==> config.mk <==
export PLATFORM = sky130hd
export DESIGN_NAME = prioritized_irq_controller
export DESIGN_NICKNAME = d
export VERILOG_FILES = /design/src/design/irq_ctrl_pkg.sv /design/src/design/prioritized_irq_controller.sv
export SDC_FILE = /design/constraint.sdc
export NUM_CORES = 1
export LEC_CHECK = 0
export ABC_AREA = 1
export BUFFER_PORTS_ARGS = -buffer_cell sky130_fd_sc_hd__buf_2
export CORE_UTILIZATION = 55
export CTS_CLUSTER_SIZE = 25
export DETAILED_ROUTE_END_ITERATION = 8
export GPL_TIMING_DRIVEN = 1
export MAX_ROUTING_LAYER = met4
export PLACE_DENSITY = 0.87
export RECOVER_POWER = 25
export SLEW_MARGIN = 10
export SYNTH_ARGS = -nofsm -noshare
export SYNTH_HDL_FRONTEND = slang
export SYNTH_SLANG_ARGS = --single-unit
==> constraint.sdc <==
create_clock -name ref_clk -period 29.1 [get_ports ref_clk]
set_input_delay 1.455 -clock ref_clk [delete_from_list [all_inputs] [get_ports ref_clk]]
set_output_delay 1.455 -clock ref_clk [all_outputs]
set_load 0.01 [all_outputs]
==> src/design/irq_ctrl_pkg.sv <==
// Constants shared by the prioritized interrupt controller
package irq_ctrl_pkg;

  // Sizes of the controller
  localparam int NUM_SOURCES = 32;
  localparam int PRIO_BITS = 3;
  localparam int NEST_DEPTH = 8;
  localparam int EVT_W = 3;

  // Register byte offsets on the Avalon-MM slave
  localparam logic [7:0] OFS_ENABLE = 8'h00;
  localparam logic [7:0] OFS_EN_SET = 8'h04;
  localparam logic [7:0] OFS_EN_CLR = 8'h08;
  localparam logic [7:0] OFS_GATE = 8'h0c;
  localparam logic [7:0] OFS_SPLIT = 8'h10;
  localparam logic [7:0] OFS_CORE_STAT = 8'h14;
  localparam logic [7:0] OFS_EVT_STAT = 8'h18;
  localparam logic [7:0] OFS_EVT_MASK = 8'h1c;
  localparam logic [7:0] OFS_VTABLE = 8'h20;
  // Priority words sit at 8'h80 + 4 * source
  localparam int PRIO_REGION_BIT = 7;

  // Field positions
  localparam int GATE_OPEN_BIT = 0;
  localparam int GATE_CLOSE_BIT = 1;
  localparam int PRIO_FIELD_LSB = 5;
  localparam int STAT_DEPTH_LSB = 8;
  localparam int STAT_THREAD_BIT = 16;
  localparam int VTABLE_ALIGN_BITS = 10;
  localparam int EVT_DISPATCH = 0;
  localparam int EVT_TAIL = 1;
  localparam int EVT_NMI = 2;

  // First table entry used by source 0
  localparam logic [7:0] VEC_FIRST_ENTRY = 8'h10;

  // Values after reset
  localparam logic [2:0] RST_SPLIT = 3'h7;
  localparam logic RST_THREAD = 1'b1;

endpackage

==> src/design/prioritized_irq_controller.sv <==
// Vectored, prioritized interrupt controller with Avalon-MM register slave
//
// Register access over Avalon-MM and the placing of the registers were chosen for this implementation.
`timescale 1ns/1ps
`default_nettype none

module prioritized_irq_controller
  import irq_ctrl_pkg::*;
#(
  parameter int N = NUM_SOURCES,
  parameter int NEST = NEST_DEPTH
)(
  input wire logic ref_clk,
  input wire logic nrst,
  input wire logic [7:0] avs_address,
  input wire logic avs_read,
  input wire logic avs_write,
  input wire logic [31:0] avs_writedata,
  input wire logic [3:0] avs_byteenable,
  output logic [31:0] avs_readdata,
  output logic avs_waitrequest,
  input wire logic [N-1:0] src_irq,
  input wire logic nmi_pin,
  output logic core_irq_req,
  output logic [31:0] core_vector,
  output logic [$clog2(N)-1:0] core_src_id,
  input wire logic core_ack,
  input wire logic core_return,
  output logic core_nmi_req,
  output logic core_thread_ok,
  output logic evt_irq
);

  localparam int IDW = $clog2(N);
  localparam int NW = $clog2(NEST);
  localparam int DW = NW + 1;

  // Whole controller state, registered in one place
  typedef struct packed {
    logic [N-1:0] src_m;                   // First sync stage, read by src_s only
    logic [N-1:0] src_s;
    logic nmi_m;
    logic nmi_s;
    logic nmi_p;                           // Delayed second stage for edge detect
    logic [N-1:0] en;                      // Per-source enables
    logic gate;                            // Global gate, 1 = open
    logic [2:0] split;                     // Preemption bit count as written
    logic [31-VTABLE_ALIGN_BITS:0] vtbase; // Table base above the 1 kB line
    logic [N-1:0][PRIO_BITS-1:0] prio;     // Implemented priority bits only
    logic [N-1:0] active;                  // Sources with a handler on the stack
    logic [DW-1:0] depth;                  // Nesting depth
    logic [NEST-1:0][IDW-1:0] stk_id;
    logic [NEST-1:0][PRIO_BITS-1:0] stk_lvl;
    logic req;
    logic [IDW-1:0] id;
    logic [31:0] vec;
    logic thread;
    logic [EVT_W-1:0] evt;
    logic [EVT_W-1:0] mask;
    logic done;                            // Bus answer cycle
    logic [31:0] rdata;
  } state_t;

  state_t s_q;
  state_t s_d;

  // Preemption group of a priority under a given split
  function automatic logic [PRIO_BITS-1:0] preempt_key(
    input logic [PRIO_BITS-1:0] pri,
    input logic [2:0] split
  );
    logic [2:0] p;
    p = (split > 3'(PRIO_BITS)) ? 3'(PRIO_BITS) : split;
    return pri >> (3'(PRIO_BITS) - p);
  endfunction

  // Merge write data under the byte enables
  function automatic logic [31:0] be_merge(
    input logic [31:0] old,
    input logic [31:0] wd,
    input logic [3:0] be
  );
    logic [31:0] r;
    r = old;
    for (int b = 0; b < 4; b++)
    begin
      if (be[b])
      begin
        r[b*8 +: 8] = wd[b*8 +: 8];
      end
    end
    return r;
  endfunction

  // Next-state logic: sync, arbitration, nesting stack, bus
  always_comb
  begin
    logic [N-1:0] pend;
    logic best_ok;
    logic [IDW-1:0] best_id;
    logic [PRIO_BITS-1:0] best_pri;
    logic [PRIO_BITS-1:0] top_lvl;
    logic beats;
    logic [DW-1:0] dep;
    logic [NW-1:0] slot;
    logic [EVT_W-1:0] evt_set;
    logic [EVT_W-1:0] evt_clr;
    logic [31:0] wmask;
    logic [31:0] rd;
    logic wr_now;
    logic [IDW-1:0] pidx;
    logic [31:0] vt_new;
    pend = '0;
    best_ok = 1'b0;
    best_id = '0;
    best_pri = '1;
    top_lvl = '1;
    beats = 1'b0;
    dep = s_q.depth;
    slot = '0;
    evt_set = '0;
    evt_clr = '0;
    wmask = '0;
    rd = '0;
    wr_now = 1'b0;
    pidx = avs_address[IDW+1:2];
    vt_new = '0;
    s_d = s_q;

    // Two-stage synchronisers for the asynchronous source pins
    s_d.src_m = src_irq;
    s_d.src_s = s_q.src_m;
    s_d.nmi_m = nmi_pin;
    s_d.nmi_s = s_q.nmi_m;
    s_d.nmi_p = s_q.nmi_s;
    // The non-maskable path bypasses the gate entirely
    // Edge taken after the second stage so a metastable first stage is never read
    if (s_q.nmi_s && !s_q.nmi_p)
    begin
      evt_set[EVT_NMI] = 1'b1;
    end

    // Controller enable only; the peripheral's own enable is untouched
    pend = s_q.src_s & s_q.en & ~s_q.active;
    // Ascending scan with strict compare keeps the lower number on a tie
    for (int i = 0; i < N; i++)
    begin
      if (pend[i] && (!best_ok || s_q.prio[i] < best_pri))
      begin
        best_ok = 1'b1;
        best_id = IDW'(i);
        best_pri = s_q.prio[i];
      end
    end

    // Current running level, if any
    if (s_q.depth != '0)
    begin
      slot = NW'(s_q.depth - DW'(1));
      top_lvl = s_q.stk_lvl[slot];
    end
    // Only a strictly better preemption group interrupts a handler
    beats = best_ok && ((s_q.depth == '0) ||
      (preempt_key(best_pri, s_q.split) < top_lvl));

    // Handler return pops the stack first
    if (core_return && (dep != '0))
    begin
      slot = NW'(dep - DW'(1));
      s_d.active[s_q.stk_id[slot]] = 1'b0;
      dep = dep - DW'(1);
      // Any pending request flags tail chaining, even one the gate or the level still on the stack holds back
      if (best_ok)
      begin
        evt_set[EVT_TAIL] = 1'b1;
      end
    end
    // Acceptance pushes the offered source
    if (core_ack && s_q.req && (dep != DW'(NEST)))
    begin
      slot = NW'(dep);
      s_d.stk_id[slot] = s_q.id;
      s_d.stk_lvl[slot] = preempt_key(s_q.prio[s_q.id], s_q.split);
      s_d.active[s_q.id] = 1'b1;
      dep = dep + DW'(1);
      evt_set[EVT_DISPATCH] = 1'b1;
    end
    s_d.depth = dep;
    s_d.thread = (dep == '0) && (pend == '0);

    // Offer drops for one cycle after acceptance so it is not taken twice
    s_d.req = s_q.gate && beats && !(core_ack && s_q.req);
    s_d.id = best_id;
    s_d.vec = {s_q.vtbase, 10'h000} +
      {22'h000000, 8'(best_id) + VEC_FIRST_ENTRY, 2'b00};

    // Bus: one wait cycle, then the answer
    s_d.done = (avs_read || avs_write) && !s_q.done;
    wr_now = avs_write && s_q.done;
    wmask = be_merge(32'h00000000, 32'hffffffff, avs_byteenable);

    // Read mux, captured in the wait cycle
    if (avs_address[PRIO_REGION_BIT])
    begin
      rd = {24'h000000, s_q.prio[pidx], 5'h00};
    end
    else
    begin
      unique case (avs_address)
        OFS_ENABLE, OFS_EN_SET, OFS_EN_CLR: rd = 32'(s_q.en);
        OFS_GATE: rd = {31'h00000000, s_q.gate};
        OFS_SPLIT: rd = {29'h00000000, s_q.split};
        OFS_CORE_STAT:
        begin
          rd = 32'(s_q.stk_id[NW'(s_q.depth - DW'(1))]);
          rd[STAT_DEPTH_LSB +: DW] = s_q.depth;
          rd[STAT_THREAD_BIT] = s_q.thread;
        end
        OFS_EVT_STAT: rd = 32'(s_q.evt);
        OFS_EVT_MASK: rd = 32'(s_q.mask);
        OFS_VTABLE: rd = {s_q.vtbase, 10'h000};
        // Unmapped words read as zero
        default: rd = 32'h00000000;
      endcase
    end
    if (avs_read && !s_q.done)
    begin
      s_d.rdata = rd;
    end

    // Writes take effect on the answer edge only
    if (wr_now)
    begin
      if (avs_address[PRIO_REGION_BIT])
      begin
        if (avs_byteenable[0])
        begin
          // Low bits are dropped: hardware ignores them
          s_d.prio[pidx] = avs_writedata[PRIO_FIELD_LSB +: PRIO_BITS];
        end
      end
      else
      begin
        unique case (avs_address)
          OFS_ENABLE: s_d.en = N'(be_merge(32'(s_q.en), avs_writedata, avs_byteenable));
          OFS_EN_SET: s_d.en = s_q.en | N'(avs_writedata & wmask);
          OFS_EN_CLR: s_d.en = s_q.en & ~N'(avs_writedata & wmask);
          OFS_GATE:
          begin
            // Close wins when both bits are written
            if (avs_byteenable[0] && avs_writedata[GATE_OPEN_BIT])
            begin
              s_d.gate = 1'b1;
            end
            if (avs_byteenable[0] && avs_writedata[GATE_CLOSE_BIT])
            begin
              s_d.gate = 1'b0;
            end
          end
          OFS_SPLIT:
          begin
            if (avs_byteenable[0])
            begin
              s_d.split = avs_writedata[2:0];
            end
          end
          OFS_EVT_STAT: evt_clr = EVT_W'(avs_writedata & wmask);
          OFS_EVT_MASK: s_d.mask = EVT_W'(be_merge(32'(s_q.mask), avs_writedata, avs_byteenable));
          // Low ten bits are forced to zero so the base stays aligned
          OFS_VTABLE:
          begin
            vt_new = be_merge({s_q.vtbase, 10'h000}, avs_writedata, avs_byteenable);
            s_d.vtbase = vt_new[31:VTABLE_ALIGN_BITS];
          end
          default:
          begin
            // Unmapped writes are dropped
          end
        endcase
      end
    end
    // Set beats clear in the same cycle
    s_d.evt = (s_q.evt & ~evt_clr) | evt_set;
  end

  // State register
  always_ff @(posedge ref_clk or negedge nrst)
  begin
    if (!nrst)
    begin
      s_q <= '0;
      s_q.split <= RST_SPLIT;
      s_q.thread <= RST_THREAD;
    end
    else
    begin
      s_q <= s_d;
    end
  end

  // Outputs
  assign avs_waitrequest = (avs_read || avs_write) && !s_q.done;
  assign avs_readdata = s_q.rdata;
  assign core_irq_req = s_q.req;
  assign core_vector = s_q.vec;
  assign core_src_id = s_q.id;
  assign core_nmi_req = s_q.nmi_s;
  assign core_thread_ok = s_q.thread;
  // Level output while any unmasked event bit is set
  assign evt_irq = |(s_q.evt & s_q.mask);

  // Gate closed means no offer on the next cycle
  chk_gate_blocks: assert property (@(posedge ref_clk) disable iff (!nrst)
    !s_q.gate |=> !core_irq_req)
    else $error("request raised while gate closed");

  // Non-maskable path through two stages, gate ignored
  chk_nmi_passes: assert property (@(posedge ref_clk) disable iff (!nrst)
    nmi_pin ##1 nmi_pin |=> core_nmi_req)
    else $error("nmi not forwarded after two stages");

  // Vector is base plus entry of the offered source
  chk_vector_addr: assert property (@(posedge ref_clk) disable iff (!nrst)
    core_irq_req |-> (core_vector[31:VTABLE_ALIGN_BITS] == $past(s_q.vtbase)) &&
      (core_vector[9:2] == 8'(core_src_id) + VEC_FIRST_ENTRY) &&
      (core_vector[1:0] == 2'b00))
    else $error("vector address wrong");

  // Offered source was enabled and not active
  chk_req_enabled: assert property (@(posedge ref_clk) disable iff (!nrst)
    core_irq_req |-> |($past(s_q.en & ~s_q.active) & (N'(1) << core_src_id)))
    else $error("request from disabled or active source");

  // Acceptance deepens nesting by one and drops the offer
  chk_ack_push: assert property (@(posedge ref_clk) disable iff (!nrst)
    core_ack && core_irq_req && !core_return |=>
      (s_q.depth == $past(s_q.depth) + DW'(1)) && !core_irq_req)
    else $error("accept did not push");

  // Each nested level strictly more urgent than the one below
  chk_nest_strict: assert property (@(posedge ref_clk) disable iff (!nrst)
    s_q.depth > DW'(1) |-> s_q.stk_lvl[NW'(s_q.depth - DW'(1))] <
      s_q.stk_lvl[NW'(s_q.depth - DW'(2))])
    else $error("nesting order broken");

  // Grouping holds the written count for readback
  chk_split_read: assert property (@(posedge ref_clk) disable iff (!nrst)
    avs_write && !avs_waitrequest && avs_address == OFS_SPLIT && avs_byteenable[0] |=>
      s_q.split == $past(avs_writedata[2:0]))
    else $error("grouping readback differs");

  // Thread indication only with empty stack
  chk_thread_empty: assert property (@(posedge ref_clk) disable iff (!nrst)
    core_thread_ok |-> s_q.depth == '0)
    else $error("thread indicated while nested");

endmodule

`default_nettype wire

======== After elaboration in Yosys (flattened, before gate mapping) ========
Index checks and enable logic that the tools add are counted.
cells by class
  bitwise operators ....................... 15
  order comparisons ....................... 42
  shifts and indexed selects .............. 2
  reductions and logical operators ........ 135
  add/sub/neg operators ................... 5
  multiplexer cells ....................... 142
  equality and inequality tests ........... 13
operator list
  kind                                                         number
  case mux 32 bit (7 select lines)                             1
  AND 32 bit                                                   5
  two-way mux 5 bit                                            32
  two-way mux 3 bit                                            42
  bitwise mux 96 bit                                           1
  less-than comparator 3 bit                                   32
  two-way mux 32 bit                                           3
  NOT 32 bit                                                   3
  case mux 32 bit (3 select lines)                             1
  two-way mux 8 bit                                            8
  bitwise OR 32 bit                                            2
  logical AND 1 bit                                            48
  two-way mux 1 bit                                            41
  bitwise mux 40 bit                                           1
  AND reduction 4 bit                                          10
  zero test 1 bit                                              34
  logical OR 1 bit                                             33
  adder 32 x 8 -> 32 bit                                       1
  equality test 8 x 5 -> 1 bit (second input constant)         4
  zero test 32 bit                                             1
  binary-select mux 3 bit (select 5 bit)                       2
  bitwise mux 24 bit                                           1
  less-than comparator 5 x 6 -> 1 bit (second input constant)  3
  equality test 8 x 4 -> 1 bit (second input constant)         2
  31 further kinds                                             43
word-level totals
  register bits after elaboration ......... 399
  word-level logic and storage cells ...... 426

======== Longest topological paths before layout ========
Gate-level depths: netlist of run 1.
  depth in word-level cells ............... 133
  mapped depth ............................ 286

======== Worst setup path after synthesis of run 1 ========
No wires, ideal clock.
  path kind ............................... reg2reg
  start point ............................. reg s_q[300] (netlist bit)
  end point ............................... reg s_q (netlist bit core_irq_req)
  setup slack ............................. 2,034 ps
  buffers on the path ..................... 0
  data required time ...................... 29,027 ps
  arrival ................................. 26,993 ps
  cell stages (with the launch flop) ...... 253
  setup time .............................. 73 ps
  period minus slack after synthesis ...... 27,066 ps
  cells stage by stage .................... dfrtp_1 -> nand2_1 -> nor2_4 -> nand2_1 -> nand3_1 -> nand2_2 -> a31oi_1 -> inv_1 -> ha_1 -> nand2_1 -> clkinv_1 -> nand2_1 -> nand2_1 -> nand2_2 -> nand2_4 -> o21ai_0 -> ha_1 -> nand2_1 -> (+217 left out) -> nand2_2 -> nand2_2 -> o21ai_1 -> ha_1 -> a21oi_1 -> nand2_2 -> nand2_4 -> nand2_4 -> nand2_2 -> and2_1 -> o21ai_1 -> a31oi_1 -> ha_1 -> nand2_1 -> inv_1 -> nand2_1 -> nand2_1 -> a21oi_2
RTL lines
  item             line                              source
  start, declared  prioritized_irq_controller.sv:64  state_t s_q;

==> metrics.yaml, run 1 <==
run_status:
  outcome: "finished with violations"
  violations: "capacitance limit, slew limit"
setup_path:
  cpMaxStageDelayCell: "dfrtp_1"
  cp_max_fo: 8
  cp_common_cell: "nand2_2"
  start_kind: "flip-flop"
  endpoint_kind: "flip-flop"
  arrival_ps: 29030
  cp_top_family: "simple AND/OR/NAND/NOR gates"
  path_buf_inv: 30
  critPathKind: "reg -> reg"
  worstPathRequired_ps: 29610
  max_stage_delay_ps: 390
floorplan:
  start_util: 0.558
  coreArea_sq_um: 37700
  die-area_sq_um: 39000
  row_count: 71
  ios: 157
  fp.dieH_microns: 197
  die_x_microns: 197
pwr:
  finalPower_mw: 2.01
  p_int_mw: 1.18
  p_leak_nw: 11.9
  swShare: 0.412
  irDropWorstVdd_mv: 0.0432
  switchingPower_uw: 826
  p_comb_frac: 0.425
  pwr-share-seq: 0.301
  power_density_nw_per_um2: 79.8
  p_clk_frac: 0.274
clock_tree:
  cts_max_path_buffers: 3
  cts_buffers: 41
  htreeDepth: 2
  cts_tree: "yes"
  cts.clk_slew.worst_paths_ps: 70
  clk_latency_ps: 580
  clock-root-buffer: "clkbuf_16"
  clock_sinks: 390
  cts_hold_buf: 0
synthesis:
  yosys.area.top_type: "dfrtp_1"
  yosys.cell_count.top_type: "nand2_1"
  synth.area.top_cells: "dfrtp_1, nand2_1, o21ai_0"
  synth_cell_types: 51
  syn_area_per_cell_sq_um: 7.85
  synth_edf_count: 0
  synth_cells: 2677
  ys_seq_area_frac: 0.465
  synth_commonest_cells: "nand2_1, o21ai_0, dfrtp_1"
  ys.warnings.count: 0
  synth_flop_cell: "dfrtp_1"
  yosys_register_bits: 390
  synthArstFlopShare: 1.00
  netlist_area_sq_um: 21000
  synth_top_area_share: 0.460
sta:
  setup_viol: 0
  fin_hold_ws_ps: 342
  tightest_slew_ps: 6620
  slew_headroom: -3.41
  fmax_mhz: 35.1
  drv_slew: 120
  finalHoldViolCount: 0
  finalCritPeriodShare: 0.980
  fin_ws_ps: 586
  fin_skew_ps: 19.7
  final.min_clock_period_ps: 28510
  tns_ps: 0
detailed_routing:
  first_iter_violations: 3043
  ant_nets: 0
  finalWirelength_mm: 74.4
  drc: 0
  post_drt_wl_per_cell_microns: 21.8
  routed_via_density: 6.23
  via_count: 21273
  detail_route.first_pass.iterations: 7
grt:
  antenna_found_initial: 1
  grt_pass1_vias: 19396
  grt_max_degree: 120
  grt.overflow.total: 0
  grt_pass1_wl_mm: 108
  grtUsageTotal: 0.372
hold_path:
  worstHoldPathType: "reg -> reg"
layout:
  drive_above_1_share: 0.206
  syn_to_final_growth_pct: 19.7
  fin_util: 0.668
  layout.nets: 2991
place:
  gp_congestion: 1.05
  port_buffers: 152
  hpwl_mm: 50.6
  pre_cts_ws_ps: -2140
job:
  maxCapViolations: 1
==> flip-flops by register name (all words and copies together) (netlist names) <==
register / flops
s_q: 294
s_d: 33
avs_readdata: 32
core_vector: 24
core_src_id: 4
core_irq_req: 1
core_nmi_req: 1
core_thread_ok: 1
==> metrics by stage <==
| stage | instances | instance area (sq um) |
|---|---|---|
| after global placement | 3248 | 22000 |
| final | 3415 | 25200 |
| after floorplan | 2680 | 21000 |
| after CTS | 3323 | 23400 |
| after detailed placement | 3248 | 22000 |
| after global routing | 3414 | 25200 |
==> worst reg2reg max path, delay by kind of cell (launching register included) <==
family          cells  cell delay [ps]
simple gates      164            12900
buf+inv            30             1490
fa+ha+maj          30             7400
compound gates     35             6220
flops               1              390
==> final timing paths <==
path / cells after the start / start / slack [ps] / to
worst max-delay path: 259 / s_q[300] / 590 / core_irq_req
worst min-delay path: 0 / s_d[348] / 340 / s_q[348]
worst max register to register: 259 / s_q[300] / 590 / core_irq_req
worst min register to register: 0 / s_d[348] / 340 / s_q[348]
max in group asynchronous: 3 / nrst / 21620 / s_q[129]
min in group asynchronous: 1 / nrst / 3360 / s_q[250]
==> kinds of logic (layout without fill, tap and decap cells) <==
logic type / after synthesis / in the layout / synth area share
compound gates: 658 / 658 / 0.178
xor+xnor: 6 / 6 / 0.00250
fa+ha+maj: 38 / 38 / 0.0226
buf+inv: 423 / 645 / 0.0885
flops: 390 / 390 / 0.465
mux: 1 / 1 / 0.000536
other cells: 1 / 6 / 0.000178
simple gates: 1160 / 1160 / 0.243
==> cells in the final DEF (no fill, tap or decap), types with 4 or more instances in the layout <==
cell type | netlist | routed
or2_2 | 14 | 14
o21ai_2 | 0 | 5
dfstp_2 | 4 | 4
xor2_1 | 5 | 5
nand2_1 | 696 | 623
ha_1 | 38 | 15
inv_6 | 0 | 4
a22o_1 | 8 | 8
dfrtp_1 | 386 | 386
o211ai_1 | 4 | 4
nand2_2 | 48 | 78
buf_4 | 69 | 128
o221ai_1 | 22 | 22
conb_1 | 1 | 4
o22ai_1 | 30 | 30
nand3_1 | 186 | 184
clkbuf_1 | 59 | 18
clkinv_2 | 0 | 5
a21oi_1 | 71 | 70
nand2_4 | 27 | 56
o21ai_0 | 419 | 389
o21ai_4 | 0 | 26
nand4_1 | 18 | 18
inv_2 | 6 | 20
clkbuf_8 | 0 | 9
nor3_1 | 29 | 27
a22oi_1 | 65 | 65
inv_1 | 252 | 252
clkinv_1 | 30 | 16
buf_2 | 0 | 143
ha_4 | 0 | 23
nand2_8 | 0 | 14
bufinv_16 | 0 | 4
a32o_1 | 6 | 6
nor2_1 | 129 | 129
clkbuf_16 | 0 | 41
a31oi_1 | 6 | 6
a221oi_1 | 12 | 12
==> power groups by stage <==
stage	Sequential, mW	Combinational [mW]	Clock [mW]
finish	0.604	0.853	0.551
global route	0.604	0.912	0.574
CTS	0.600	0.635	0.550
floorplan	0.595	0.445	0
detailed placement	0.609	0.627	0
global placement	0.608	0.606	0
==> final cells by class <==
class / count / area (sq um)
antenna: 2 / 5.00
clock buffer: 59 / 1180
clock inverter: 16 / 205
fill: 2958 / 12500
inverter: 289 / 1100
multi-input combinational: 1867 / 10600
sequential: 390 / 9760
tap: 511 / 639
timing repair buffer: 281 / 1720
==> metal layers <==
metal / vias up / GRT usage / share of wire
met5: - / - / 0
met3: 328 / 0.0601 / 0.10
met4: 0 / 0.190 / 0.059
li1: 9277 / - / -
met1: 10150 / 0.477 / 0.38
met2: 1518 / 0.573 / 0.46
==> repair_timing <==
item                                    in CTS  in global routing
endpoints found under the setup margin       7                  7
gates resized for setup                     27                232
pin swaps                                    0                166
buffers inserted                             0                 90
Note: power is estimated with default switching activity, not from simulation.
==> run 2: changes to the inputs <==
--- a/config.mk
+++ b/config.mk
@@ -13,7 +13,6 @@
 export GPL_TIMING_DRIVEN = 1
 export MAX_ROUTING_LAYER = met4
 export PLACE_DENSITY = 0.87
-export RECOVER_POWER = 25
 export SLEW_MARGIN = 10
 export SYNTH_ARGS = -nofsm -noshare
 export SYNTH_HDL_FRONTEND = slang
==> run 2 against run 1 <==
Net effect: clock power about the same; the flow now finishes without violations; final cell count unchanged; highest routed layer unchanged; die area did not move; sequential share of layout area barely moved; largest cell class unchanged.
==> metrics.yaml, run 2 (same netlist as run 1, synthesis figures left out) <==
run_status:
  outcome: "complete, no violations"
grt:
  use_met3: 0.0601
  grt_max_degree: 120
  grt_busiest_layer: "met2"
  antenna_found_initial: 1
  met1_usage: 0.477
  grt_pass1_vias: 19396
  use_met2: 0.573
  grt.overflow.total: 0
  grt_pass1_wl_mm: 108
  grtUsageTotal: 0.372
place:
  port_buffers: 152
  gp_congestion: 1.05
  hpwl_mm: 50.6
  dp_cells: 3248
  dpl_cell_area_sq_um: 22000
setup_path:
  max_stage_delay_ps: 390
  critPathKind: "reg -> reg"
  endpoint_kind: "flip-flop"
  cp_common_cell: "nand2_2"
  worstPathRequired_ps: 29610
  cp_max_fo: 8
  worst-r2r-cell-count: 261
  arrival_ps: 29050
  r2r-start: "s_q[300]"
  worst-r2r-setup-slack_ps: 560
  path_buf_inv: 32
  cpMaxStageDelayCell: "dfrtp_1"
  cp_top_family: "simple AND/OR/NAND/NOR gates"
  r2r-end: "core_irq_req"
  start_kind: "flip-flop"
hold_path:
  holdPathStages: 0
  worstHoldPathType: "reg -> reg"
  holdCritStartpoint: "s_d[348]"
  hold_path_end: "s_q[348]"
detailed_routing:
  finalWirelength_mm: 74.4
  routed_via_density: 6.22
  first_iter_violations: 2857
  drc: 0
  ant_nets: 0
  via_count: 21258
  post_drt_wl_per_cell_microns: 21.8
  detail_route.first_pass.iterations: 6
layout:
  drive_above_1_share: 0.209
  syn_to_final_growth_pct: 19.8
  largest_reg_flops: 294
  design_area_sq_um: 25200
  layout.nets: 2991
  regMostFlops: "s_q"
  final_cells: 3415
  final_common_cell: "nand2_1"
  final_cell_mix: "nand2_1, o21ai_0, dfrtp_1"
clock_tree:
  cts_hold_buf: 0
  cts.clk_slew.worst_paths_ps: 70
  clock_sinks: 390
  htreeDepth: 2
  cts_buffers: 41
  cts_max_path_buffers: 3
  cts_tree: "yes"
  clock-root-buffer: "clkbuf_16"
  clk_latency_ps: 580
floorplan:
  ios: 157
  die-area_sq_um: 39000
  die_x_microns: 197
  fp.dieH_microns: 197
  start_util: 0.558
  row_count: 71
  coreArea_sq_um: 37700
sta:
  drv_slew: 0
  setup_viol: 0
  slew_headroom: 0.0964
  finalHoldViolCount: 0
  final.min_clock_period_ps: 28540
  tightest_slew_ps: 1350
  fmax_mhz: 35.0
  tns_ps: 0
  finalCritPeriodShare: 0.981
  fin_skew_ps: 19.3
  fin_hold_ws_ps: 340
pwr:
  finalPower_mw: 2.01
  irDropWorstVdd_mv: 0.0433
  power_density_nw_per_um2: 79.7
  p_leak_nw: 11.9
job:
  maxCapViolations: 0
==> run 2: cell count changes in the layout (fill, tap and decap cells not counted), sizes merged <==
cell,delta
buf,+9
clkbuf,-9
==> run 2: how the worst max path moves through the flow <==
stage,startpoint,endpoint,cells after the start
2_1_floorplan,s_q[300],core_irq_req,252
6_report,s_q[300],core_irq_req,261
4_1_cts,s_q[300],core_irq_req,254
3_5_place_dp,s_q[300],core_irq_req,256
5_1_grt,s_q[300],core_irq_req,263
3_3_place_gp,s_q[300],core_irq_req,252
==> run 2: area by class of cell <==
class	instances	area [sq um]
Timing Repair Buffer	281	1740
Clock inverter	16	205
Antenna cell	2	5.00
Sequential cell	390	9760
Tap cell	511	639
Inverter	289	1100
Multi-Input combinational cell	1867	10600
Clock buffer	59	1180
Fill cell	2952	12500
==> run 2: per-stage QoR <==
stage	utilization	setup WS, ps
global placement	0.584	258
finish	0.669	559
global route	0.669	-893
detailed placement	0.584	-2140
floorplan	-	2030
CTS	0.621	44.6
==> run 2: what timing repair did <==
| action | 4_1_cts | 5_1_grt |
|---|---|---|
| hold endpoints to repair | 0 | 0 |
| setup buffers | 0 | 90 |
| pin swaps | 0 | 166 |
| gates resized for setup | 27 | 232 |
| setup endpoints to repair | 7 | 7 |
==> run 2: where the power goes <==
group          switching, mW  total (mW)  internal [mW]
Sequential            0.0347       0.603          0.568
Clock                  0.231       0.552          0.320
Combinational          0.561       0.854          0.292
==> run 2: layer usage <==
layer | vias to the layer above | wire length, microns
li1 | 9287 | -
met1 | 10154 | 28200
met2 | 1498 | 34400
met3 | 319 | 7430
met4 | 0 | 4400
met5 | - | 0
